$ cat src/rtl/lsr_pkg.sv
// Constants, types and helper functions for the light sensor register set.
//
// Contract
// RL1 - Answer only to fixed address 1000100.
// RL2 - Compare first seven bits, eighth is direction.
// RL3 - Master owns clock; data driven by either.
// RL4 - Master opens with start, then address byte.
// RL5 - Master closes every transaction with stop.
// RL6 - Receiver pulls data low during acknowledge.
// RL7 - Command and control hold until rewritten.
// RL8 - Command bit 7 releases converter from reset.
// RL9 - Command bit 6 selects power-down.
// RL10 - Command bit 5 selects external integration timing.
// RL11 - Command bits 3:2 select diode source.
// RL12 - Command bits 1:0 set integration cycles.
// RL13 - Host writes zero to control bits 7,6,4.
// RL14 - Control bit 5 reads interrupt triggered.
// RL15 - Control bits 3:2 select lux range.
// RL16 - Control bits 1:0 set interrupt persistence.
// RL17 - Offset 02 upper threshold, resets to FF.
// RL18 - Offset 03 lower threshold, resets to 00.
// RL19 - Offsets 04,05 return latest result bytes.
// RL20 - Offsets 06,07 return integration cycle count.
// RL21 - Address bit 7 restarts integration, external mode.
// RL22 - Address bit 6 clears pending interrupt.
// RL23 - Interrupt pin active low, open drain.
// RL24 - External period spans two resync commands.
// RL25 - Pointer byte first, then write or read.
// RL26 - Writes to data registers acked, ignored.
package lsr_pkg;

  // ==========================================================================
  // Bus address and register offsets
  localparam logic [6:0] DEV_ADDR       = 7'h44;
  localparam logic [2:0] OFS_COMMAND    = 3'h0;
  localparam logic [2:0] OFS_CONTROL    = 3'h1;
  localparam logic [2:0] OFS_THR_HI     = 3'h2;
  localparam logic [2:0] OFS_THR_LO     = 3'h3;
  localparam logic [2:0] OFS_RESULT_LO  = 3'h4;
  localparam logic [2:0] OFS_RESULT_HI  = 3'h5;
  localparam logic [2:0] OFS_CYCLES_LO  = 3'h6;
  localparam logic [2:0] OFS_CYCLES_HI  = 3'h7;

  // ==========================================================================
  // Field positions
  localparam int CMD_ENABLE_BIT   = 7;
  localparam int CMD_PD_BIT       = 6;
  localparam int CMD_EXT_BIT      = 5;
  localparam int CMD_DIODE_LSB    = 2;
  localparam int CMD_WIDTH_LSB    = 0;
  localparam int CTL_FLAG_BIT     = 5;
  localparam int CTL_RANGE_LSB    = 2;
  localparam int CTL_PERSIST_LSB  = 0;
  localparam int PTR_RESYNC_BIT   = 7;
  localparam int PTR_CLEAR_BIT    = 6;

  // ==========================================================================
  // Reset values and codes
  localparam logic [7:0]  CMD_RESET        = 8'h00;
  localparam logic [3:0]  CTL_RESET        = 4'h0;
  localparam logic [7:0]  THR_HI_RESET     = 8'hFF;
  localparam logic [7:0]  THR_LO_RESET     = 8'h00;
  localparam logic [1:0]  DIODE_NOOP_CODE  = 2'h3;
  localparam logic [16:0] INTEG_CYC_RESET  = 17'h1_0000;

  // ==========================================================================
  // Bus engine states
  typedef enum logic [8:0]
  {
    ST_IDLE       = 9'h001,
    ST_ADDR       = 9'h002,
    ST_ADDR_ACK   = 9'h004,
    ST_PTR        = 9'h008,
    ST_PTR_ACK    = 9'h010,
    ST_WDATA      = 9'h020,
    ST_WDATA_ACK  = 9'h040,
    ST_RDATA      = 9'h080,
    ST_RDATA_ACK  = 9'h100
  } lsr_state_e;

  // ==========================================================================
  // Helpers
  function automatic logic [16:0] width_cycles(input logic [1:0] sel);
    case (sel)
      2'h0:    width_cycles = 17'h1_0000;
      2'h1:    width_cycles = 17'h0_1000;
      2'h2:    width_cycles = 17'h0_0100;
      default: width_cycles = 17'h0_0010;
    endcase
  endfunction

  function automatic logic [4:0] persist_need(input logic [1:0] sel);
    case (sel)
      2'h0:    persist_need = 5'h01;
      2'h1:    persist_need = 5'h04;
      2'h2:    persist_need = 5'h08;
      default: persist_need = 5'h10;
    endcase
  endfunction

  function automatic logic reg_mapped(input logic [5:0] ptr);
    reg_mapped = (ptr[5:3] == 3'h0);
  endfunction

endpackage

$ cat src/rtl/lsr_alarm.sv
// Threshold window check with persistence count and sticky alarm flag.
`timescale 1ns/10ps
`default_nettype none
module lsr_alarm
(
  // Clock and reset
  input  wire logic        clk,
  input  wire logic        rst,
  // Conversion results
  input  wire logic        sample_valid,
  input  wire logic [15:0] sample,
  // Configuration
  input  wire logic [7:0]  thr_hi,
  input  wire logic [7:0]  thr_lo,
  input  wire logic [1:0]  persist_sel,
  // Software clear
  input  wire logic        clear,
  // Flag
  output logic             flag
);

  logic [4:0] cnt;
  logic [4:0] need;
  logic       out_of_window;
  logic       hit;

  // =========================================================================
  // Window and persistence
  // The threshold low bytes are always zero, so only the upper bytes are held.
  assign out_of_window = (sample > {thr_hi, 8'h00}) || (sample < {thr_lo, 8'h00});
  assign need          = lsr_pkg::persist_need(persist_sel);
  assign hit           = sample_valid && out_of_window && (5'(cnt + 5'h01) >= need); // RL16

  always_ff @(posedge clk)
  begin
    if (rst)
      cnt <= 5'h00;
    else if (sample_valid)
    begin
      if (!out_of_window)
        cnt <= 5'h00; // RL16
      else if (cnt < need)
        cnt <= 5'(cnt + 5'h01); // RL16
    end
  end

  // =========================================================================
  // Sticky flag
  // A trigger in the same cycle as a clear wins, so no event is lost.
  always_ff @(posedge clk)
  begin
    if (rst)
      flag <= 1'b0;
    else if (hit)
      flag <= 1'b1; // RL14
    else if (clear)
      flag <= 1'b0; // RL22
  end

endmodule
`default_nettype wire

$ cat src/rtl/lsr_top.sv
// Two-wire slave, register set and converter control of the light sensor.
`timescale 1ns/10ps
`default_nettype none
module lsr_top
(
  // Clock and reset
  input  wire logic        CLK,
  input  wire logic        RST,
  // Serial bus
  input  wire logic        SCL_I,
  input  wire logic        SDA_I,
  output logic             SDA_O,
  output logic             SDA_OE_N,
  // Interrupt pin
  output logic             INT_O,
  output logic             INT_OE_N,
  // Converter results
  input  wire logic        RESULT_VALID,
  input  wire logic [15:0] RESULT_DATA,
  input  wire logic [15:0] CYCLE_COUNT,
  // Converter control
  output logic             ADC_RESET,
  output logic             POWER_DOWN,
  output logic             EXT_TIMING,
  output logic [1:0]       DIODE_SEL,
  output logic             DIODE_NOOP,
  output logic [1:0]       RANGE_SEL,
  output logic [16:0]      INTEG_CYCLES,
  output logic             INTEG_RESTART
);

  lsr_pkg::lsr_state_e state;

  logic        scl_d;
  logic        scl_dd;
  logic        sda_d;
  logic        sda_dd;
  logic        scl_rise;
  logic        scl_fall;
  logic        start_cond;
  logic        stop_cond;
  logic [3:0]  bit_cnt;
  logic [7:0]  rx;
  logic [7:0]  tx;
  logic        rw;
  logic [5:0]  ptr;
  logic        byte_done;
  logic        addr_match;
  logic        ptr_done;
  logic        data_done;
  logic [7:0]  rd_byte;
  logic [7:0]  cmd;
  logic [3:0]  ctl_cfg;
  logic [7:0]  thr_hi;
  logic [7:0]  thr_lo;
  logic [15:0] result;
  logic [15:0] cycles;
  logic        adc_live;
  logic        alarm_clear;
  logic        alarm_flag;

  // =========================================================================
  // Line sampling
  // The clock line is only ever observed; the device has no driver for it.
  always_ff @(posedge CLK)
  begin
    if (RST)
    begin
      scl_d  <= 1'b1;
      scl_dd <= 1'b1;
      sda_d  <= 1'b1;
      sda_dd <= 1'b1;
    end
    else
    begin
      scl_d  <= SCL_I; // RL3
      scl_dd <= scl_d;
      sda_d  <= SDA_I;
      sda_dd <= sda_d;
    end
  end

  assign scl_rise   = scl_d && !scl_dd;
  assign scl_fall   = !scl_d && scl_dd;
  assign start_cond = scl_d && scl_dd && sda_dd && !sda_d; // RL4
  assign stop_cond  = scl_d && scl_dd && !sda_dd && sda_d; // RL5

  // =========================================================================
  // Byte decode
  assign byte_done  = scl_fall && (bit_cnt == 4'h8);
  assign addr_match = (rx[7:1] == lsr_pkg::DEV_ADDR); // RL1 RL2
  assign ptr_done   = (state == lsr_pkg::ST_PTR) && byte_done;
  assign data_done  = (state == lsr_pkg::ST_WDATA) && byte_done;
  assign adc_live   = cmd[lsr_pkg::CMD_ENABLE_BIT] && !cmd[lsr_pkg::CMD_PD_BIT];
  assign alarm_clear = ptr_done && rx[lsr_pkg::PTR_CLEAR_BIT]; // RL22

  // =========================================================================
  // Read data mux
  // Offsets outside the map read as zero rather than aliasing the set.
  always_comb
  begin
    rd_byte = 8'h00;
    if (lsr_pkg::reg_mapped(ptr))
    begin
      case (ptr[2:0])
        lsr_pkg::OFS_COMMAND:   rd_byte = cmd;
        lsr_pkg::OFS_CONTROL:   rd_byte = {2'b00, alarm_flag, 1'b0, ctl_cfg}; // RL14
        lsr_pkg::OFS_THR_HI:    rd_byte = thr_hi;
        lsr_pkg::OFS_THR_LO:    rd_byte = thr_lo;
        lsr_pkg::OFS_RESULT_LO: rd_byte = result[7:0]; // RL19
        lsr_pkg::OFS_RESULT_HI: rd_byte = result[15:8]; // RL19
        lsr_pkg::OFS_CYCLES_LO: rd_byte = cycles[7:0]; // RL20
        lsr_pkg::OFS_CYCLES_HI: rd_byte = cycles[15:8]; // RL20
        default:                rd_byte = 8'h00;
      endcase
    end
  end

  // =========================================================================
  // Bus engine
  // Data is changed only just after a clock fall, so the device never forms
  // a start or stop of its own while the clock is high.
  always_ff @(posedge CLK)
  begin
    if (RST)
    begin
      state    <= lsr_pkg::ST_IDLE;
      bit_cnt  <= 4'h0;
      rx       <= 8'h00;
      tx       <= 8'hFF;
      rw       <= 1'b0;
      ptr      <= 6'h00;
      SDA_OE_N <= 1'b1;
    end
    else if (start_cond)
    begin
      state    <= lsr_pkg::ST_ADDR; // RL4
      bit_cnt  <= 4'h0;
      SDA_OE_N <= 1'b1;
    end
    else if (stop_cond)
    begin
      state    <= lsr_pkg::ST_IDLE; // RL5
      bit_cnt  <= 4'h0;
      SDA_OE_N <= 1'b1;
    end
    else
    begin
      case (state)
        lsr_pkg::ST_IDLE:
        begin
          SDA_OE_N <= 1'b1;
        end
        lsr_pkg::ST_ADDR:
        begin
          if (scl_rise)
          begin
            rx      <= {rx[6:0], sda_d};
            bit_cnt <= 4'(bit_cnt + 4'h1);
          end
          else if (byte_done)
          begin
            bit_cnt <= 4'h0;
            if (addr_match)
            begin
              rw       <= rx[0]; // RL2
              SDA_OE_N <= 1'b0; // RL6
              state    <= lsr_pkg::ST_ADDR_ACK;
            end
            else
              state <= lsr_pkg::ST_IDLE; // RL1
          end
        end
        lsr_pkg::ST_ADDR_ACK:
        begin
          if (scl_fall)
          begin
            if (rw)
            begin
              SDA_OE_N <= rd_byte[7]; // RL3
              tx       <= {rd_byte[6:0], 1'b1};
              bit_cnt  <= 4'h1;
              ptr      <= 6'(ptr + 6'h01);
              state    <= lsr_pkg::ST_RDATA; // RL25
            end
            else
            begin
              SDA_OE_N <= 1'b1;
              bit_cnt  <= 4'h0;
              state    <= lsr_pkg::ST_PTR; // RL25
            end
          end
        end
        lsr_pkg::ST_PTR:
        begin
          if (scl_rise)
          begin
            rx      <= {rx[6:0], sda_d};
            bit_cnt <= 4'(bit_cnt + 4'h1);
          end
          else if (byte_done)
          begin
            bit_cnt  <= 4'h0;
            ptr      <= rx[5:0]; // RL25
            SDA_OE_N <= 1'b0; // RL6
            state    <= lsr_pkg::ST_PTR_ACK;
          end
        end
        lsr_pkg::ST_PTR_ACK:
        begin
          if (scl_fall)
          begin
            SDA_OE_N <= 1'b1;
            bit_cnt  <= 4'h0;
            state    <= lsr_pkg::ST_WDATA;
          end
        end
        lsr_pkg::ST_WDATA:
        begin
          if (scl_rise)
          begin
            rx      <= {rx[6:0], sda_d};
            bit_cnt <= 4'(bit_cnt + 4'h1);
          end
          else if (byte_done)
          begin
            bit_cnt  <= 4'h0;
            ptr      <= 6'(ptr + 6'h01);
            SDA_OE_N <= 1'b0; // RL6 RL26
            state    <= lsr_pkg::ST_WDATA_ACK;
          end
        end
        lsr_pkg::ST_WDATA_ACK:
        begin
          if (scl_fall)
          begin
            SDA_OE_N <= 1'b1;
            bit_cnt  <= 4'h0;
            state    <= lsr_pkg::ST_WDATA;
          end
        end
        lsr_pkg::ST_RDATA:
        begin
          if (scl_fall)
          begin
            if (bit_cnt == 4'h8)
            begin
              SDA_OE_N <= 1'b1; // RL6
              bit_cnt  <= 4'h0;
              state    <= lsr_pkg::ST_RDATA_ACK;
            end
            else
            begin
              SDA_OE_N <= tx[7]; // RL3
              tx       <= {tx[6:0], 1'b1};
              bit_cnt  <= 4'(bit_cnt + 4'h1);
            end
          end
        end
        lsr_pkg::ST_RDATA_ACK:
        begin
          if (scl_rise && sda_d)
            state <= lsr_pkg::ST_IDLE; // RL6
          else if (scl_fall)
          begin
            SDA_OE_N <= rd_byte[7];
            tx       <= {rd_byte[6:0], 1'b1};
            bit_cnt  <= 4'h1;
            ptr      <= 6'(ptr + 6'h01);
            state    <= lsr_pkg::ST_RDATA;
          end
        end
        default:
        begin
          SDA_OE_N <= 1'b1;
          state    <= lsr_pkg::ST_IDLE;
        end
      endcase
    end
  end

  // The pin is open drain: the driven level is always low.
  always_ff @(posedge CLK)
  begin
    SDA_O <= 1'b0;
    INT_O <= 1'b0;
  end

  // =========================================================================
  // Configuration registers
  // Control reserved bits are not stored, so they read as zero whatever is sent.
  always_ff @(posedge CLK)
  begin
    if (RST)
    begin
      cmd     <= lsr_pkg::CMD_RESET;
      ctl_cfg <= lsr_pkg::CTL_RESET;
      thr_hi  <= lsr_pkg::THR_HI_RESET; // RL17
      thr_lo  <= lsr_pkg::THR_LO_RESET; // RL18
    end
    else if (data_done && lsr_pkg::reg_mapped(ptr))
    begin
      case (ptr[2:0])
        lsr_pkg::OFS_COMMAND: cmd     <= rx; // RL7
        lsr_pkg::OFS_CONTROL: ctl_cfg <= rx[3:0]; // RL7 RL13
        lsr_pkg::OFS_THR_HI:  thr_hi  <= rx; // RL17
        lsr_pkg::OFS_THR_LO:  thr_lo  <= rx; // RL18
        default:              cmd     <= cmd; // RL26
      endcase
    end
  end

  // =========================================================================
  // Result capture
  // Results are dropped while the converter is held in reset or powered down.
  always_ff @(posedge CLK)
  begin
    if (RST)
    begin
      result <= 16'h0000;
      cycles <= 16'h0000;
    end
    else if (RESULT_VALID && adc_live)
    begin
      result <= RESULT_DATA; // RL19
      cycles <= CYCLE_COUNT; // RL20
    end
  end

  // =========================================================================
  // Converter control outputs
  always_ff @(posedge CLK)
  begin
    if (RST)
    begin
      ADC_RESET    <= 1'b1;
      POWER_DOWN   <= 1'b0;
      EXT_TIMING   <= 1'b0;
      DIODE_SEL    <= 2'h0;
      DIODE_NOOP   <= 1'b0;
      RANGE_SEL    <= 2'h0;
      INTEG_CYCLES <= lsr_pkg::INTEG_CYC_RESET;
    end
    else
    begin
      ADC_RESET    <= !cmd[lsr_pkg::CMD_ENABLE_BIT]; // RL8
      POWER_DOWN   <= cmd[lsr_pkg::CMD_PD_BIT]; // RL9
      EXT_TIMING   <= cmd[lsr_pkg::CMD_EXT_BIT]; // RL10
      DIODE_SEL    <= cmd[lsr_pkg::CMD_DIODE_LSB +: 2]; // RL11
      DIODE_NOOP   <= (cmd[lsr_pkg::CMD_DIODE_LSB +: 2] == lsr_pkg::DIODE_NOOP_CODE); // RL11
      RANGE_SEL    <= ctl_cfg[lsr_pkg::CTL_RANGE_LSB +: 2]; // RL15
      INTEG_CYCLES <= lsr_pkg::width_cycles(cmd[lsr_pkg::CMD_WIDTH_LSB +: 2]); // RL12
    end
  end

  // A restart both closes one external period and opens the next.
  always_ff @(posedge CLK)
  begin
    if (RST)
      INTEG_RESTART <= 1'b0;
    else
      INTEG_RESTART <= ptr_done && rx[lsr_pkg::PTR_RESYNC_BIT]
                       && cmd[lsr_pkg::CMD_EXT_BIT]; // RL21 RL24
  end

  // =========================================================================
  // Interrupt
  lsr_alarm u_alarm
  (
    .clk          (CLK),
    .rst          (RST),
    .sample_valid (RESULT_VALID && adc_live),
    .sample       (RESULT_DATA),
    .thr_hi       (thr_hi),
    .thr_lo       (thr_lo),
    .persist_sel  (ctl_cfg[lsr_pkg::CTL_PERSIST_LSB +: 2]),
    .clear        (alarm_clear),
    .flag         (alarm_flag)
  );

  always_ff @(posedge CLK)
  begin
    if (RST)
      INT_OE_N <= 1'b1;
    else
      INT_OE_N <= !alarm_flag; // RL23
  end

endmodule
`default_nettype wire

$ cat config.mk
export PLATFORM = sky130hd
export DESIGN_NAME = lsr_top
export DESIGN_NICKNAME = d
export VERILOG_FILES = /design/src/rtl/lsr_pkg.sv /design/src/rtl/lsr_alarm.sv /design/src/rtl/lsr_top.sv
export SDC_FILE = /design/constraint.sdc
export NUM_CORES = 1
export LEC_CHECK = 0
export CAP_MARGIN = 20
export CORE_MARGIN = 1
export CORE_UTILIZATION = 40
export DETAILED_ROUTE_END_ITERATION = 16
export DONT_BUFFER_PORTS = 1
export PLACE_DENSITY = 0.54
export SYNTH_ARGS = -nofsm -noshare
export SYNTH_HDL_FRONTEND = slang
export SYNTH_SLANG_ARGS = --single-unit
$ cat constraint.sdc
create_clock -name CLK -period 2.8 [get_ports CLK]
set_input_delay 0.14 -clock CLK [delete_from_list [all_inputs] [get_ports CLK]]
set_output_delay 0.14 -clock CLK [all_outputs]
set_load 0.03 [all_outputs]
==> impl_metrics.json <==
{
  "status": "complete, no violations",
  "synth_top_cell_by_area": "dfxtp_1",
  "io_buffers": 0,
  "place_area_sq_um": 6545,
  "fin_cells": 1021,
  "crit_family": "simple AND/OR/NAND/NOR gates",
  "drt_iter0_markers": 542,
  "rsz0062_at_grt": "false",
  "final_cell_area_sq_um": 7590,
  "grtUsageTotal_pct": 23.64,
  "path_cells": "nor2b_1 > buf_12 > nand2_1 > o41a_1 > nor3_1 > o21ai_1 > a31o_2",
  "fin_nets": 866,
  "required_ns": 3.10,
  "slowest_delay_ns": 0.61,
  "slew_viol_final": 0,
  "htree_levels": 4,
  "cts_made_buffers": 17,
  "cts_root_buffer": "clkbuf_16",
  "synth_edf_count": 0,
  "wl_um": 18580,
  "drc": 0,
  "viasPerCell": 5.606,
  "total_power_mw": 4.465,
  "timing_hold_violations_final": 0,
  "cp.arrival_ns": 2.86,
  "fp.coreArea_sq_um": 15430,
  "drt-pass1-iter-count": 7,
  "seq_area_sq_um": 2402,
  "chipHeight_um": 128.5,
  "cts-resized-gates": 0,
  "area_growth_pct": 18.59,
  "cts_buffer_depth": 2,
  "grt_start_max_net_pins": 84,
  "cp_slowest_cell": "nor3_1",
  "synthCells": 774,
  "hold_class": "in -> reg",
  "final.min_clock_period_ns": 2.556,
  "die_w_um": 128.5,
  "startpoint_type": "flip-flop",
  "dp_cells": 953,
  "top_usage_layer": "met2",
  "first_global_vias": 5521,
  "finalSetupTns_ns": 0,
  "rows": 45,
  "end_kind": "flip-flop",
  "grt_remaining_overflow": 0,
  "async_reset_ff_share_pct": 0,
  "p_leak_nw": 2.998,
  "multi_input_area_sq_um": 3596,
  "yosys_warnings": 0,
  "synthTopCellsByCount": "nand2_1 (122), dfxtp_1 (120), a21oi_1 (76), nand3_1 (50), nor2_1 (40)",
  "post-route-util_pct": 49.20,
  "cp_max_fo": 12,
  "antenna_found_initial": 0,
  "p_per_area_nw_per_um2": 588.2,
  "initial_core_util_pct": 41.48,
  "criticalPathCategory": "reg -> reg",
  "routedWlPerCell_um": 18.19,
  "fin_crit_sh_pct": 91.29,
  "grt_use_met2_pct": 38.03,
  "antennaDiodeCount": 0,
  "antenna_left": 0,
  "slew_headroom_pct": 45.18,
  "synthFlopType": "dfxtp_1",
  "synth.distinct_cells": 77,
  "cts.sinks": 120,
  "synth_most_common_cell": "nand2_1",
  "vias": 5724,
  "grt_pass1_wl_um": 29540,
  "fmax_ghz": 0.3912,
  "die_area_sq_um": 16510,
  "r2r_setup_slack_ns": 0.24,
  "timing.hold.ws_ns": 0.03203,
  "setup_viol": 0,
  "worst_skew_pair.late_latency_ns": 0.42,
  "worst_slack_ns": 0.2440,
  "ys_ff_latch": 120,
  "dp_worst_setup_slack_ns": 0.2444,
  "vdd.ir_drop.worst_uv": 419.5,
  "grtUsageMet1_pct": 31.78,
  "gp_congestion": 0.8272,
  "worstMarginPinSlew_ns": 0.8174,
  "worst-path-buf-inv": 1,
  "path_clk_slew_ns": 0.05,
  "seq_area_frac_synth_pct": 37.54,
  "fill_cells": 1498,
  "synth.area.top_cells": "dfxtp_1 (38%), nand2_1 (7.2%), ha_1 (6.3%)",
  "cap_violations": 0,
  "met3_usage_pct": 4.823,
  "syn_avg_cell_area_sq_um": 8.269,
  "synth_top_area_share_pct": 37.54,
  "boundaryPins": 67,
  "drive_above_1_share_pct": 10.25,
  "syn_area_sq_um": 6400,
  "cts_tree": "built",
  "finClkSkew_ns": 0.009603,
  "place_hpwl_um": 13040
}
-- worst paths after layout --
check	startpoint	to	cells after the start
setup / recovery	scl_dd	ptr[3]	7
hold / removal	RST	u_alarm.flag	2
setup reg to reg	scl_dd	ptr[3]	7
hold reg to reg	cmd[7]	ADC_RESET	1
-- sequential cells by signal, indices dropped and copies added, names as in the netlist, 7 cells and up --
register and flops:
cycles 16, state 9, rx 8, thr_lo 8
tx 7, result 16, cmd 8, thr_hi 8
-- layout make-up --
| class | instances | area share, % |
|---|---|---|
| clock buffer | 19 | 5.836 |
| clock inverter | 13 | 2.951 |
| inverter | 30 | 1.484 |
| multi-input combinational | 571 | 47.38 |
| sequential | 120 | 31.65 |
| tap | 211 | 3.478 |
| timing repair buffer | 57 | 7.221 |
-- worst register-to-register path, cell delays in order, from the launching register on --
cell and delay (ns):
dfxtp_1 0.44, nor2b_1 0.27, buf_12 0.17, nand2_1 0.09
o41a_1 0.45, nor3_1 0.61, o21ai_1 0.14, a31o_2 0.27
-- timing repair --
| item | CTS | global route |
|---|---|---|
| hold buffers | 36 | 0 |
| endpoints found under the hold margin | 87 | 0 |
| buffers inserted | 0 | 0 |
| setup endpoints to repair | 0 | 2 |
-- placed cells by master, fill, tap and decap left out, types with 22 or more instances in the layout --
cell and count:
nand2_1 122, dfxtp_1 120, a21oi_1 76, nand3_1 50
nor2_1 39, dlygate4sd3_1 35, ha_1 32, inv_1 30
mux2i_1 22, o21ai_0 22
-- power by group --
part           internal, mW  leakage, nW  switching, mW
clock                  1.69        0.323          0.802
sequential             1.72        0.968         0.0174
combinational        0.0958         1.71          0.146
total                  3.50         3.00          0.965
-- kinds of logic (layout without fill, tap and decap cells) --
| logic type | Yosys count | in the layout | synth area share [%] |
|---|---|---|---|
| compound gates | 187 | 187 | 19.80 |
| xor+xnor | 10 | 10 | 1.368 |
| buf+inv | 97 | 119 | 7.136 |
| flops | 120 | 120 | 37.54 |
| other cells | 1 | 15 | 0.05859 |
| fa+ha+maj | 32 | 32 | 6.256 |
| simple gates | 302 | 302 | 23.87 |
| mux | 25 | 25 | 3.969 |
-- routing by layer --
metal,vias to the layer above,routed length [um]
li1,2771,-
met1,2758,8818
met2,175,8490
met3,20,1017
met4,0,250
met5,-,0
Note: power is estimated with default switching activity, not from simulation.
